**src/rtl/bzc_pkg.sv**
```systemverilog
// Purpose: shared constants for the bioimpedance rx/tx configuration bank
// Assumes: apb byte addresses equal to the printed offsets scaled by four
// Notes:   offsets 0x24/0x25 are register indices, not byte addresses
package bzc_pkg;
   // ----------------------------------------
   // register map
   // ----------------------------------------
   localparam logic [7:0]  RX_CFG_IDX     = 8'h24;
   localparam logic [7:0]  TX_CFG_IDX     = 8'h25;
   localparam logic [11:0] RX_CFG_ADDR    = {2'h0, RX_CFG_IDX, 2'h0};
   localparam logic [11:0] TX_CFG_ADDR    = {2'h0, TX_CFG_IDX, 2'h0};
   localparam logic [7:0]  RX_CFG_RESET   = 8'h00;
   localparam logic [7:0]  TX_CFG_RESET   = 8'h80;
   // ----------------------------------------
   // field positions
   // ----------------------------------------
   localparam int HPF_LSB      = 4;
   localparam int AMP_MODE_BIT = 3;
   localparam int DEMOD_BIT    = 2;
   localparam int GAIN_LSB     = 0;
   localparam int EXTCAP_BIT   = 7;
   localparam int RESTORE_BIT  = 6;
   localparam int DRVRST_BIT   = 5;
   localparam int DACRST_BIT   = 4;
   localparam int STRENGTH_LSB = 2;
   localparam int BW_LSB       = 0;
   // ----------------------------------------
   // high-pass codes
   // ----------------------------------------
   localparam logic [3:0] HPF_LAST_CORNER = 4'h6;
   localparam logic [3:0] HPF_BYPASS_A    = 4'h7;
   localparam logic [3:0] HPF_BYPASS_B    = 4'hf;
endpackage : bzc_pkg
```
**src/rtl/bzc_config_regs.sv**
```systemverilog
// Purpose: apb register bank driving rx/tx analog control lines
// Assumes: single clock mclk at 100 MHz, synchronous active-low reset
// Notes:   zero wait state slave; unmapped addresses read zero, pslverr set
//
// Behaviour
// - rx config at index 0x24: hpf 7:4, amp mode 3, demod 2, gain 1:0.
// - hpf codes 0x0..0x6 select rising corners 100Hz..10kHz.
// - codes 0x7/0xf bypass; 0x8..0xe external-cap resistor, caps shorted.
// - amp mode 0 is high-power low-noise, 1 is low power.
// - demod disable 1 gates off the demodulation clock.
// - gain select decodes totals 1, 2, 5, 10 with amp/pga split.
// - tx config at index 0x25; ext cap resets to 1, others zero.
// - ext cap 0 closes the coupling-pin short switch; 1 opens it.
// - dc restore 1 closes the feedback restore switch.
// - drive reset disables dac and closes drive amp reset switch.
// - dac reset forces the synthesis dac output to zero.
// - strength and bandwidth each decode low..high in four steps.
//
// Decided for this implementation: register access over APB.
module bzc_config_regs
(
   input  wire logic        mclk,
   input  wire logic        rst_b,
   input  wire logic        psel,
   input  wire logic        penable,
   input  wire logic        pwrite,
   input  wire logic [11:0] paddr,
   input  wire logic [31:0] pwdata,
   input  wire logic [3:0]  pstrb,
   output logic             pready,
   output logic      [31:0] prdata,
   output logic             pslverr,
   output logic      [6:0]  hpf_corner_onehot,
   output logic             hpf_resistor_open,
   output logic             hpf_int_caps_shorted,
   output logic      [2:0]  hpf_ext_res_select,
   output logic             input_amp_low_power,
   output logic             demod_clock_enable,
   output logic             ina_gain_two,
   output logic      [1:0]  pga_gain_select,
   output logic             coupling_cap_short_close,
   output logic             dc_restore_close,
   output logic             drive_amp_reset_close,
   output logic             synth_dac_enable,
   output logic             synth_dac_force_zero,
   output logic      [3:0]  drive_amp_strength,
   output logic      [3:0]  drive_amp_bandwidth
);
   // ----------------------------------------
   // bus decode
   // ----------------------------------------
   logic [7:0] rx_cfg_reg;
   logic [7:0] tx_cfg_reg;
   logic [7:0] rx_cfg_next;
   logic [7:0] tx_cfg_next;
   wire        access_phase = psel & penable;
   wire        hit_rx       = (paddr == bzc_pkg::RX_CFG_ADDR);
   wire        hit_tx       = (paddr == bzc_pkg::TX_CFG_ADDR);
   wire        hit_any      = hit_rx | hit_tx;
   wire        wr_rx        = access_phase & pwrite & hit_rx & pstrb[0];
   wire        wr_tx        = access_phase & pwrite & hit_tx & pstrb[0];
   wire [7:0]  rd_byte      = hit_rx ? rx_cfg_reg : (hit_tx ? tx_cfg_reg : 8'h00);

   assign rx_cfg_next = wr_rx ? pwdata[7:0] : rx_cfg_reg;
   assign tx_cfg_next = wr_tx ? pwdata[7:0] : tx_cfg_reg;

   // ----------------------------------------
   // field extraction
   // ----------------------------------------
   wire [3:0] hpf_code  = rx_cfg_reg[bzc_pkg::HPF_LSB +: 4];
   wire [1:0] gain_code = rx_cfg_reg[bzc_pkg::GAIN_LSB +: 2];
   wire       hpf_byp   = (hpf_code == bzc_pkg::HPF_BYPASS_A) | (hpf_code == bzc_pkg::HPF_BYPASS_B);
   wire       hpf_int   = (hpf_code <= bzc_pkg::HPF_LAST_CORNER);
   wire       drv_rst   = tx_cfg_reg[bzc_pkg::DRVRST_BIT];
   wire       dac_rst   = tx_cfg_reg[bzc_pkg::DACRST_BIT];
   wire [6:0] corner_dec;
   wire [3:0] strength_dec;
   wire [3:0] bw_dec;

   genvar gi;
   generate
      for (gi = 0; gi < 7; gi++)
      begin : g_corner
         assign corner_dec[gi] = (hpf_code == 4'(gi));
      end
      for (gi = 0; gi < 4; gi++)
      begin : g_drive
         assign strength_dec[gi] = (tx_cfg_reg[bzc_pkg::STRENGTH_LSB +: 2] == 2'(gi));
         assign bw_dec[gi]       = (tx_cfg_reg[bzc_pkg::BW_LSB +: 2] == 2'(gi));
      end
   endgenerate

   // ----------------------------------------
   // registers
   // ----------------------------------------
   always_ff @(posedge mclk)
   begin
      if (!rst_b)
      begin
         rx_cfg_reg <= bzc_pkg::RX_CFG_RESET;
         tx_cfg_reg <= bzc_pkg::TX_CFG_RESET;
      end
      else
      begin
         rx_cfg_reg <= rx_cfg_next;
         tx_cfg_reg <= tx_cfg_next;
      end
   end

   // read data is registered in the setup phase so it is valid in access
   always_ff @(posedge mclk)
   begin
      if (!rst_b)
      begin
         prdata  <= 32'h0000_0000;
         pready  <= 1'b0;
         pslverr <= 1'b0;
      end
      else
      begin
         pready  <= psel & ~penable;
         pslverr <= psel & ~penable & ~hit_any;
         prdata  <= (psel & ~penable & ~pwrite) ? {24'h000000, rd_byte} : 32'h0000_0000;
      end
   end

   // ----------------------------------------
   // analog control outputs
   // ----------------------------------------
   // outputs sample current register state, so they follow a write by one
   // further edge; the analog side never sees a half-written field
   always_ff @(posedge mclk)
   begin
      if (!rst_b)
      begin
         hpf_corner_onehot        <= 7'h01;
         hpf_resistor_open        <= 1'b0;
         hpf_int_caps_shorted     <= 1'b0;
         hpf_ext_res_select       <= 3'h0;
         input_amp_low_power      <= 1'b0;
         demod_clock_enable       <= 1'b1;
         ina_gain_two             <= 1'b0;
         pga_gain_select          <= 2'h0;
         coupling_cap_short_close <= 1'b0;
         dc_restore_close         <= 1'b0;
         drive_amp_reset_close    <= 1'b0;
         synth_dac_enable         <= 1'b1;
         synth_dac_force_zero     <= 1'b0;
         drive_amp_strength       <= 4'h1;
         drive_amp_bandwidth      <= 4'h1;
      end
      else
      begin
         hpf_corner_onehot        <= corner_dec;
         hpf_resistor_open        <= hpf_byp;
         hpf_int_caps_shorted     <= ~hpf_int;
         hpf_ext_res_select       <= (~hpf_int & ~hpf_byp) ? 3'(hpf_code - 4'h8) : 3'h0;
         input_amp_low_power      <= rx_cfg_reg[bzc_pkg::AMP_MODE_BIT];
         demod_clock_enable       <= ~rx_cfg_reg[bzc_pkg::DEMOD_BIT];
         ina_gain_two             <= (gain_code != 2'h0);
         pga_gain_select          <= (gain_code == 2'h0) ? 2'h0 : 2'(gain_code - 2'h1);
         coupling_cap_short_close <= ~tx_cfg_reg[bzc_pkg::EXTCAP_BIT];
         dc_restore_close         <= tx_cfg_reg[bzc_pkg::RESTORE_BIT];
         drive_amp_reset_close    <= drv_rst;
         synth_dac_enable         <= ~drv_rst;
         synth_dac_force_zero     <= dac_rst;
         drive_amp_strength       <= strength_dec;
         drive_amp_bandwidth      <= bw_dec;
      end
   end

   // ----------------------------------------
   // checks
   // ----------------------------------------
   // register stores and refusals, checked at the edge after the access
   a_rx_write_store: assert property (@(posedge mclk) disable iff (!rst_b)
      wr_rx
      |=> rx_cfg_reg == $past(pwdata[7:0]))
      else $error("rx write lost");
   a_tx_write_store: assert property (@(posedge mclk) disable iff (!rst_b)
      wr_tx
      |=> tx_cfg_reg == $past(pwdata[7:0]))
      else $error("tx write lost");
   a_strobe_block: assert property (@(posedge mclk) disable iff (!rst_b)
      (access_phase && pwrite && !pstrb[0])
      |=> $stable(rx_cfg_reg) && $stable(tx_cfg_reg))
      else $error("write without strobe stored");
   a_unmapped_write: assert property (@(posedge mclk) disable iff (!rst_b)
      (access_phase && pwrite && !hit_any)
      |=> $stable(rx_cfg_reg) && $stable(tx_cfg_reg))
      else $error("unmapped write stored");
   a_read_stable: assert property (@(posedge mclk) disable iff (!rst_b)
      (access_phase && !pwrite)
      |=> $stable(rx_cfg_reg) && $stable(tx_cfg_reg))
      else $error("read changed state");
   // bus answer: one access cycle, error only on unmapped addresses
   a_pready_pulse: assert property (@(posedge mclk) disable iff (!rst_b)
      (psel && !penable)
      |=> pready)
      else $error("pready missing in access");
   a_pready_idle: assert property (@(posedge mclk) disable iff (!rst_b)
      !(psel && !penable)
      |=> !pready)
      else $error("pready outside access");
   a_unmapped_err: assert property (@(posedge mclk) disable iff (!rst_b)
      (psel && !penable && !hit_any)
      |=> pslverr)
      else $error("unmapped error missing");
   a_mapped_ok: assert property (@(posedge mclk) disable iff (!rst_b)
      (psel && !penable && hit_any)
      |=> !pslverr)
      else $error("mapped access flagged");
   a_read_rx: assert property (@(posedge mclk) disable iff (!rst_b)
      (psel && !penable && !pwrite && hit_rx)
      |=> prdata == {24'h000000, $past(rx_cfg_reg)})
      else $error("rx read data wrong");
   a_read_tx: assert property (@(posedge mclk) disable iff (!rst_b)
      (psel && !penable && !pwrite && hit_tx)
      |=> prdata == {24'h000000, $past(tx_cfg_reg)})
      else $error("tx read data wrong");
   // receive decodes
   a_hpf_corner: assert property (@(posedge mclk) disable iff (!rst_b)
      (hpf_code <= 4'h6)
      |=> $onehot(hpf_corner_onehot) && !hpf_int_caps_shorted)
      else $error("hpf corner decode wrong");
   a_corner_index: assert property (@(posedge mclk) disable iff (!rst_b)
      (hpf_code <= 4'h6)
      |=> hpf_corner_onehot == 7'(7'h01 << $past(hpf_code)) && !hpf_resistor_open)
      else $error("hpf corner index wrong");
   a_hpf_bypass: assert property (@(posedge mclk) disable iff (!rst_b)
      (hpf_code == 4'hf || hpf_code == 4'h7)
      |=> hpf_resistor_open && hpf_int_caps_shorted)
      else $error("hpf bypass wrong");
   a_hpf_ext_res: assert property (@(posedge mclk) disable iff (!rst_b)
      (hpf_code >= 4'h8 && hpf_code <= 4'he)
      |=> hpf_int_caps_shorted && !hpf_resistor_open && hpf_corner_onehot == 7'h00)
      else $error("hpf external mode wrong");
   a_hpf_res_index: assert property (@(posedge mclk) disable iff (!rst_b)
      (hpf_code >= 4'h8 && hpf_code <= 4'he)
      |=> hpf_ext_res_select == 3'($past(hpf_code) - 4'h8))
      else $error("hpf resistor index wrong");
   a_amp_mode: assert property (@(posedge mclk) disable iff (!rst_b)
      wr_rx
      |=> ##1 input_amp_low_power == $past(pwdata[3], 2))
      else $error("amp mode wrong");
   a_demod_gate: assert property (@(posedge mclk) disable iff (!rst_b)
      rx_cfg_reg[2]
      |=> !demod_clock_enable)
      else $error("demod clock not gated");
   a_demod_on: assert property (@(posedge mclk) disable iff (!rst_b)
      !rx_cfg_reg[2]
      |=> demod_clock_enable)
      else $error("demod clock gated");
   a_gain_one: assert property (@(posedge mclk) disable iff (!rst_b)
      gain_code == 2'h0
      |=> !ina_gain_two && pga_gain_select == 2'h0)
      else $error("gain one wrong");
   a_gain_two: assert property (@(posedge mclk) disable iff (!rst_b)
      gain_code == 2'h1
      |=> ina_gain_two && pga_gain_select == 2'h0)
      else $error("gain two wrong");
   a_gain_five: assert property (@(posedge mclk) disable iff (!rst_b)
      gain_code == 2'h2
      |=> ina_gain_two && pga_gain_select == 2'h1)
      else $error("gain five wrong");
   a_gain_ten: assert property (@(posedge mclk) disable iff (!rst_b)
      gain_code == 2'h3
      |=> ina_gain_two && pga_gain_select == 2'h2)
      else $error("gain decode wrong");
   // transmit decodes
   a_tx_reset_val: assert property (@(posedge mclk)
      !rst_b
      |=> tx_cfg_reg == 8'h80 && !coupling_cap_short_close)
      else $error("tx reset wrong");
   a_cap_switch: assert property (@(posedge mclk) disable iff (!rst_b)
      wr_tx && !pwdata[7]
      |=> ##1 coupling_cap_short_close)
      else $error("cap switch wrong");
   a_cap_open: assert property (@(posedge mclk) disable iff (!rst_b)
      tx_cfg_reg[7]
      |=> !coupling_cap_short_close)
      else $error("cap switch not open");
   a_restore_sw: assert property (@(posedge mclk) disable iff (!rst_b)
      tx_cfg_reg[6]
      |=> dc_restore_close)
      else $error("restore switch wrong");
   a_restore_open: assert property (@(posedge mclk) disable iff (!rst_b)
      !tx_cfg_reg[6]
      |=> !dc_restore_close)
      else $error("restore switch not open");
   a_drive_reset: assert property (@(posedge mclk) disable iff (!rst_b)
      drv_rst
      |=> drive_amp_reset_close && !synth_dac_enable)
      else $error("drive reset wrong");
   a_drive_normal: assert property (@(posedge mclk) disable iff (!rst_b)
      !drv_rst
      |=> !drive_amp_reset_close && synth_dac_enable)
      else $error("drive not released");
   a_dac_zero: assert property (@(posedge mclk) disable iff (!rst_b)
      dac_rst
      |=> synth_dac_force_zero)
      else $error("dac zero wrong");
   a_dac_normal: assert property (@(posedge mclk) disable iff (!rst_b)
      !dac_rst
      |=> !synth_dac_force_zero)
      else $error("dac held at zero");
   a_drive_decode: assert property (@(posedge mclk) disable iff (!rst_b)
      1'b1
      |=> $onehot(drive_amp_strength) && $onehot(drive_amp_bandwidth))
      else $error("drive decode wrong");
   a_strength_index: assert property (@(posedge mclk) disable iff (!rst_b)
      1'b1
      |=> drive_amp_strength == 4'(4'h1 << $past(tx_cfg_reg[3:2])))
      else $error("strength index wrong");
   a_bw_index: assert property (@(posedge mclk) disable iff (!rst_b)
      1'b1
      |=> drive_amp_bandwidth == 4'(4'h1 << $past(tx_cfg_reg[1:0])))
      else $error("bandwidth index wrong");

   c_ext_res:   cover property (@(posedge mclk) hpf_ext_res_select != 3'h0);
   c_rx_write:  cover property (@(posedge mclk) wr_rx);
   c_tx_write:  cover property (@(posedge mclk) wr_tx);
   c_bad_addr:  cover property (@(posedge mclk) access_phase && !hit_any);
   c_bypass:    cover property (@(posedge mclk) hpf_resistor_open);
endmodule : bzc_config_regs

```
**config.mk**
```make
export PLATFORM = sky130hd
export DESIGN_NAME = bzc_config_regs
export DESIGN_NICKNAME = d
export VERILOG_FILES = /design/src/rtl/bzc_pkg.sv /design/src/rtl/bzc_config_regs.sv
export SDC_FILE = /design/constraint.sdc
export NUM_CORES = 1
export LEC_CHECK = 0
export ABC_AREA = 1
export BUFFER_PORTS_ARGS = -buffer_cell sky130_fd_sc_hd__buf_4
export CAP_MARGIN = 15
export CORE_ASPECT_RATIO = 0.7
export CORE_MARGIN = 3
export CORE_UTILIZATION = 45
export CTS_BUF_LIST = sky130_fd_sc_hd__clkbuf_4
export DETAILED_ROUTE_END_ITERATION = 8
export GPL_ROUTABILITY_DRIVEN = 0
export HOLD_SLACK_MARGIN = 0.1
export PLACE_DENSITY = 0.9
export SETUP_SLACK_MARGIN = 0.15
export SYNTH_ARGS = -nofsm -noshare
export SYNTH_HDL_FRONTEND = slang
export SYNTH_SLANG_ARGS = --single-unit
```
**constraint.sdc**
```tcl
create_clock -name mclk -period 1.4 [get_ports mclk]
set_clock_uncertainty 0.1 [all_clocks]
set_input_delay 0.14 -clock mclk [delete_from_list [all_inputs] [get_ports mclk]]
set_output_delay 0.14 -clock mclk [all_outputs]
set_load 0.1 [all_outputs]
```
# Word-level counts from Yosys, hierarchy flattened
# Index checks and enable logic that the tools add are counted.
[word_totals] ff_bits=80 in_bits=53 out_inout_bits=64
[op_classes] addsub=2 magnitude_cmp=1 n_eq_ne=16 mux=2 n_bitwise=21 reduce_logical=8
[op_table] op="$eq A12 B8 Y1 const B" count=2
[op_table] op="$eq A4 B3 Y1 const B" count=4
[op_table] op="$mux W8" count=2
[op_table] op="$and A1 B1 Y1" count=10
[op_table] op="$not A1 Y1" count=9
[op_table] op="$eq A2 B2 Y1 const B" count=4
[op_table] op="$eq A4 B2 Y1 const B" count=2
[op_table] op="$logic_not A2 Y1" count=3
[op_table] op="$eq A2 B1 Y1 const B" count=2
[op_table] op="$eq A4 B1 Y1 const B" count=1
[op_table] op="$eq A4 B4 Y1 const B" count=1
[op_table] op="$le A4 B3 Y1 const B" count=1
[op_table] op="$logic_not A4 Y1" count=1
[op_table] op="$reduce_and A2 Y1" count=2
[op_table] op="$sub A3 B1 Y3 const B" count=1
[op_table] op="$or A1 B1 Y1" count=2
[op_table] op="$reduce_bool A2 Y1" count=1
[op_table] op="$reduce_or A2 Y1" count=1
[op_table] op="$sub A2 B1 Y2 const B" count=1

# Longest topological paths before layout
[logic_depth] ltp_word=5 mapped_depth=8

# Worst setup path after synthesis
# Ideal clock, no wire load.
[synth_timing] path_kind="register to output" startpoint="register coupling_cap_short_close" endpoint="output coupling_cap_short_close" arrival_ns=0.909 slack_ns=0.251 path_stages_with_launch=1 n_path_buf=0 cell_sequence="dfxtp_1"
[synth_rtl] element="start: declaration" line="bzc_config_regs.sv:41" text="output logic coupling_cap_short_close,"
[synth_rtl] element="start signal: assignment" line="bzc_config_regs.sv:162" text="coupling_cap_short_close <= ~tx_cfg_reg[bzc_pkg::EXTCAP_BIT];"
# No word-level cell between the ends.

# Worst setup path after layout
[layout_timing] startpoint="register tx_cfg_reg[5]" endpoint="register drive_amp_reset_close"
[layout_rtl] element="start: declaration" line="bzc_config_regs.sv:53" text="logic [7:0] tx_cfg_reg;"
[layout_rtl] element="start signal: assignment" line="bzc_config_regs.sv:101" text="tx_cfg_reg <= bzc_pkg::TX_CFG_RESET;"
[layout_rtl] element="start signal: assignment" line="bzc_config_regs.sv:106" text="tx_cfg_reg <= tx_cfg_next;"
[layout_rtl] element="end signal: assignment" line="bzc_config_regs.sv:164" text="drive_amp_reset_close <= drv_rst;"
[layout_rtl] element="end: declaration" line="bzc_config_regs.sv:43" text="output logic drive_amp_reset_close,"
# No word-level cell between the ends.

==> reports/results.tsv <==
metric	value	unit
outcome	finished clean	
global-route wire length before repair	8670	um
ANT cells	0	
Worst Hold Class	primary input to flip-flop	
cell area after layout	0.00341	mm2
synthesized area	0.00245	mm2
Iter 0 DRT Violations	106	
commonest cells after routing, fill and taps aside	52 x dfxtp_1, 49 x nand2_1, 48 x inv_1, 33 x nor2_1, 32 x buf_4	
startpoint types	flip-flop	
syn avg cell area	8.38	um2
H-tree levels	2	
hold violation total from the final report	0	
post-route ant nets	0	
Peak VDD IR	518	uV
slowest stage cell on the critical path	dlygate4sd3_1	
Fillers	402	
wire per inst	12.4	um
Least-Margin Pin Slew	0.539	ns
Root Buffer	clkbuf_4	
GRT Util Overall	0.176	
Final Max Slew Viols	0	
Clock Pin Slew Worst Setup and Hold Paths	0.16	ns
CTS Hold Buffers Added	19	
Ports	117	
crit path cell chain	nand2_1 -> inv_1 -> dlygate4sd3_1	
achievable frequency	803	MHz
row count	21	
Area Growth Syn to Fin	39.5	%
drt drc	0	
pin count of the biggest net entering global routing	21	
Min Clock Period, post-route	1.25	ns
HPWL after detailed placement	3790	um
Port Buf Inserts	65	
Die X	94.1	um
maxcap violations	0	
post-synthesis sequential area ratio	0.458	
number of warnings issued by yosys	0	
PwrDens	880	mW/mm2
CP Capture Type	flip-flop	
die area	0.00637	mm2
post-synthesis compound-gate area fraction	0.0368	
critical path arrival	1.43	ns
CTS tree	built	
placed inst area	0.00292	mm2
initial antenna violation count	0	
Worst Path Class, Setup	flip-flop to flip-flop	
clock latency on the worst-skew pair	0.38	ns
Finished Layout Cells	451	
#FFs+latches synth	56	
Synth cell types	27	
FF-to-FF Start	tx_cfg_reg[5]	
RSZ-0062 raised after global routing	true	
CP Max Fanout	3	
detailed-route wire length	5570	um
part of the cycle the worst path needs	0.890	
first drt pass iteration count	4	
CP startpoint	tx_cfg_reg[5]	
# nets final	435	
leakage power	0.00156	uW
Slew HR	0.641	
grt total ovfl	0	
CTS buffer count	5	
xor/xnor share of the synthesized area	0	
setup_tns	0	ns
largest family of logic cells by synthesized area	simple AND/OR/NAND/NOR gates	
Die Height	67.7	um
Synth Area in Adders	0.00511	
mux cell area share after synthesis	0	
vias in the first global route	1919	
Sink Count	56	
Bufs on Longest Clock Path	2	
placed cells	424	
core area	0.00502	mm2
Critical Path RT	1.59	ns
hold path startpoint	paddr[10]	
dpl ws	0.0837	ns
routed vias	2052	
Final setup viols	0	
Initial Util	0.488	
most common cell after layout, fill and taps aside	dfxtp_1	
PnR worst setup slack	0.154	ns
Synth Area in Simple Gates	0.307	
Critical Path Max Stage Delay	0.55	ns
layout cells sized above 1	0.325	
vias per inst	4.55	
cells after synthesis	292	
cells by family after synthesis:
family          count (synthesis)
flops                          56
compound gates                 12
fa+ha+maj                       1
other cells                     1
buf+inv                        85
simple gates                  137
what timing repair did:
action                                  CTS  global route
gates resized for setup                  23            36
endpoints found under the hold margin    30             2
buffers inserted                          0             0
endpoints found under the setup margin   23            29
stage by stage:
stage	utilization	hold slack [ns]	power (uW)
floorplan	-	0.167	2060
global placement	0.582	0.306	2080
detailed placement	0.582	0.318	2090
CTS	0.654	0.0743	3000
global route	0.680	0.0881	3090
finish	0.680	0.0753	3010
metal layers:
metal	share of wire	vias up	track usage
met1	0.39	927	0.205
met4	0.015	0	0.0450
met3	0.085	12	0.0535
met2	0.50	86	0.318
met5	0	-	0
li1	-	1027	-
cell type report:
type / instances / area (um2) / share of cell area
flip-flops and latches: 56 / 1130 / 0.330
clock inverters: 2 / 38.8 / 0.0114
multi-input cells: 174 / 943 / 0.276
inverters: 51 / 191 / 0.0561
clock buffers: 6 / 45.0 / 0.0132
well taps: 69 / 86.3 / 0.0253
repair buffers: 93 / 983 / 0.288
worst max-delay path: cells and delay by family, from the launching register on:
kind	cells	cell delay, ns
buf+inv	2	0.60
simple gates	1	0.08
flops	1	0.37
where the power goes:
part / leakage [uW] / total (uW) / switching (uW) / internal, uW
logic: 0.00106 / 496 / 391 / 104
registers: 0.000453 / 1600 / 1.13 / 1600
clock network: 0.0000463 / 913 / 509 / 404
total: 0.00156 / 3010 / 901 / 2110
Yosys cell counts:
cell,number,share of area
a21oi_1,2,0.0041
a21oi_2,8,0.029
buf_1,1,0.0015
buf_12,1,0.0082
buf_2,2,0.0041
buf_4,24,0.074
buf_6,4,0.018
buf_8,1,0.0061
clkbuf_1,1,0.0015
conb_1,1,0.0015
dfxtp_1,56,0.46
ha_1,1,0.0051
inv_1,48,0.074
inv_2,3,0.0046
nand2_1,49,0.075
nand2_2,3,0.0077
nand3_1,5,0.010
nand3_2,16,0.065
nand3_4,2,0.014
nand4_1,17,0.043
nor2_1,33,0.051
nor2_2,2,0.0051
nor2_4,3,0.014
nor2_8,1,0.0082
nor3_1,5,0.010
o21ai_0,2,0.0041
or2_1,1,0.0026
final timing paths:
kind / endpoint / slack (ns) / cells after the start
max reg2reg: drive_amp_reset_close / 0.15 / 3
min: prdata[3] / 0.08 / 6
min reg2reg: demod_clock_enable / 0.36 / 1
max: drive_amp_reset_close / 0.15 / 3
No activity file was read; power rests on OpenSTA's default activity.
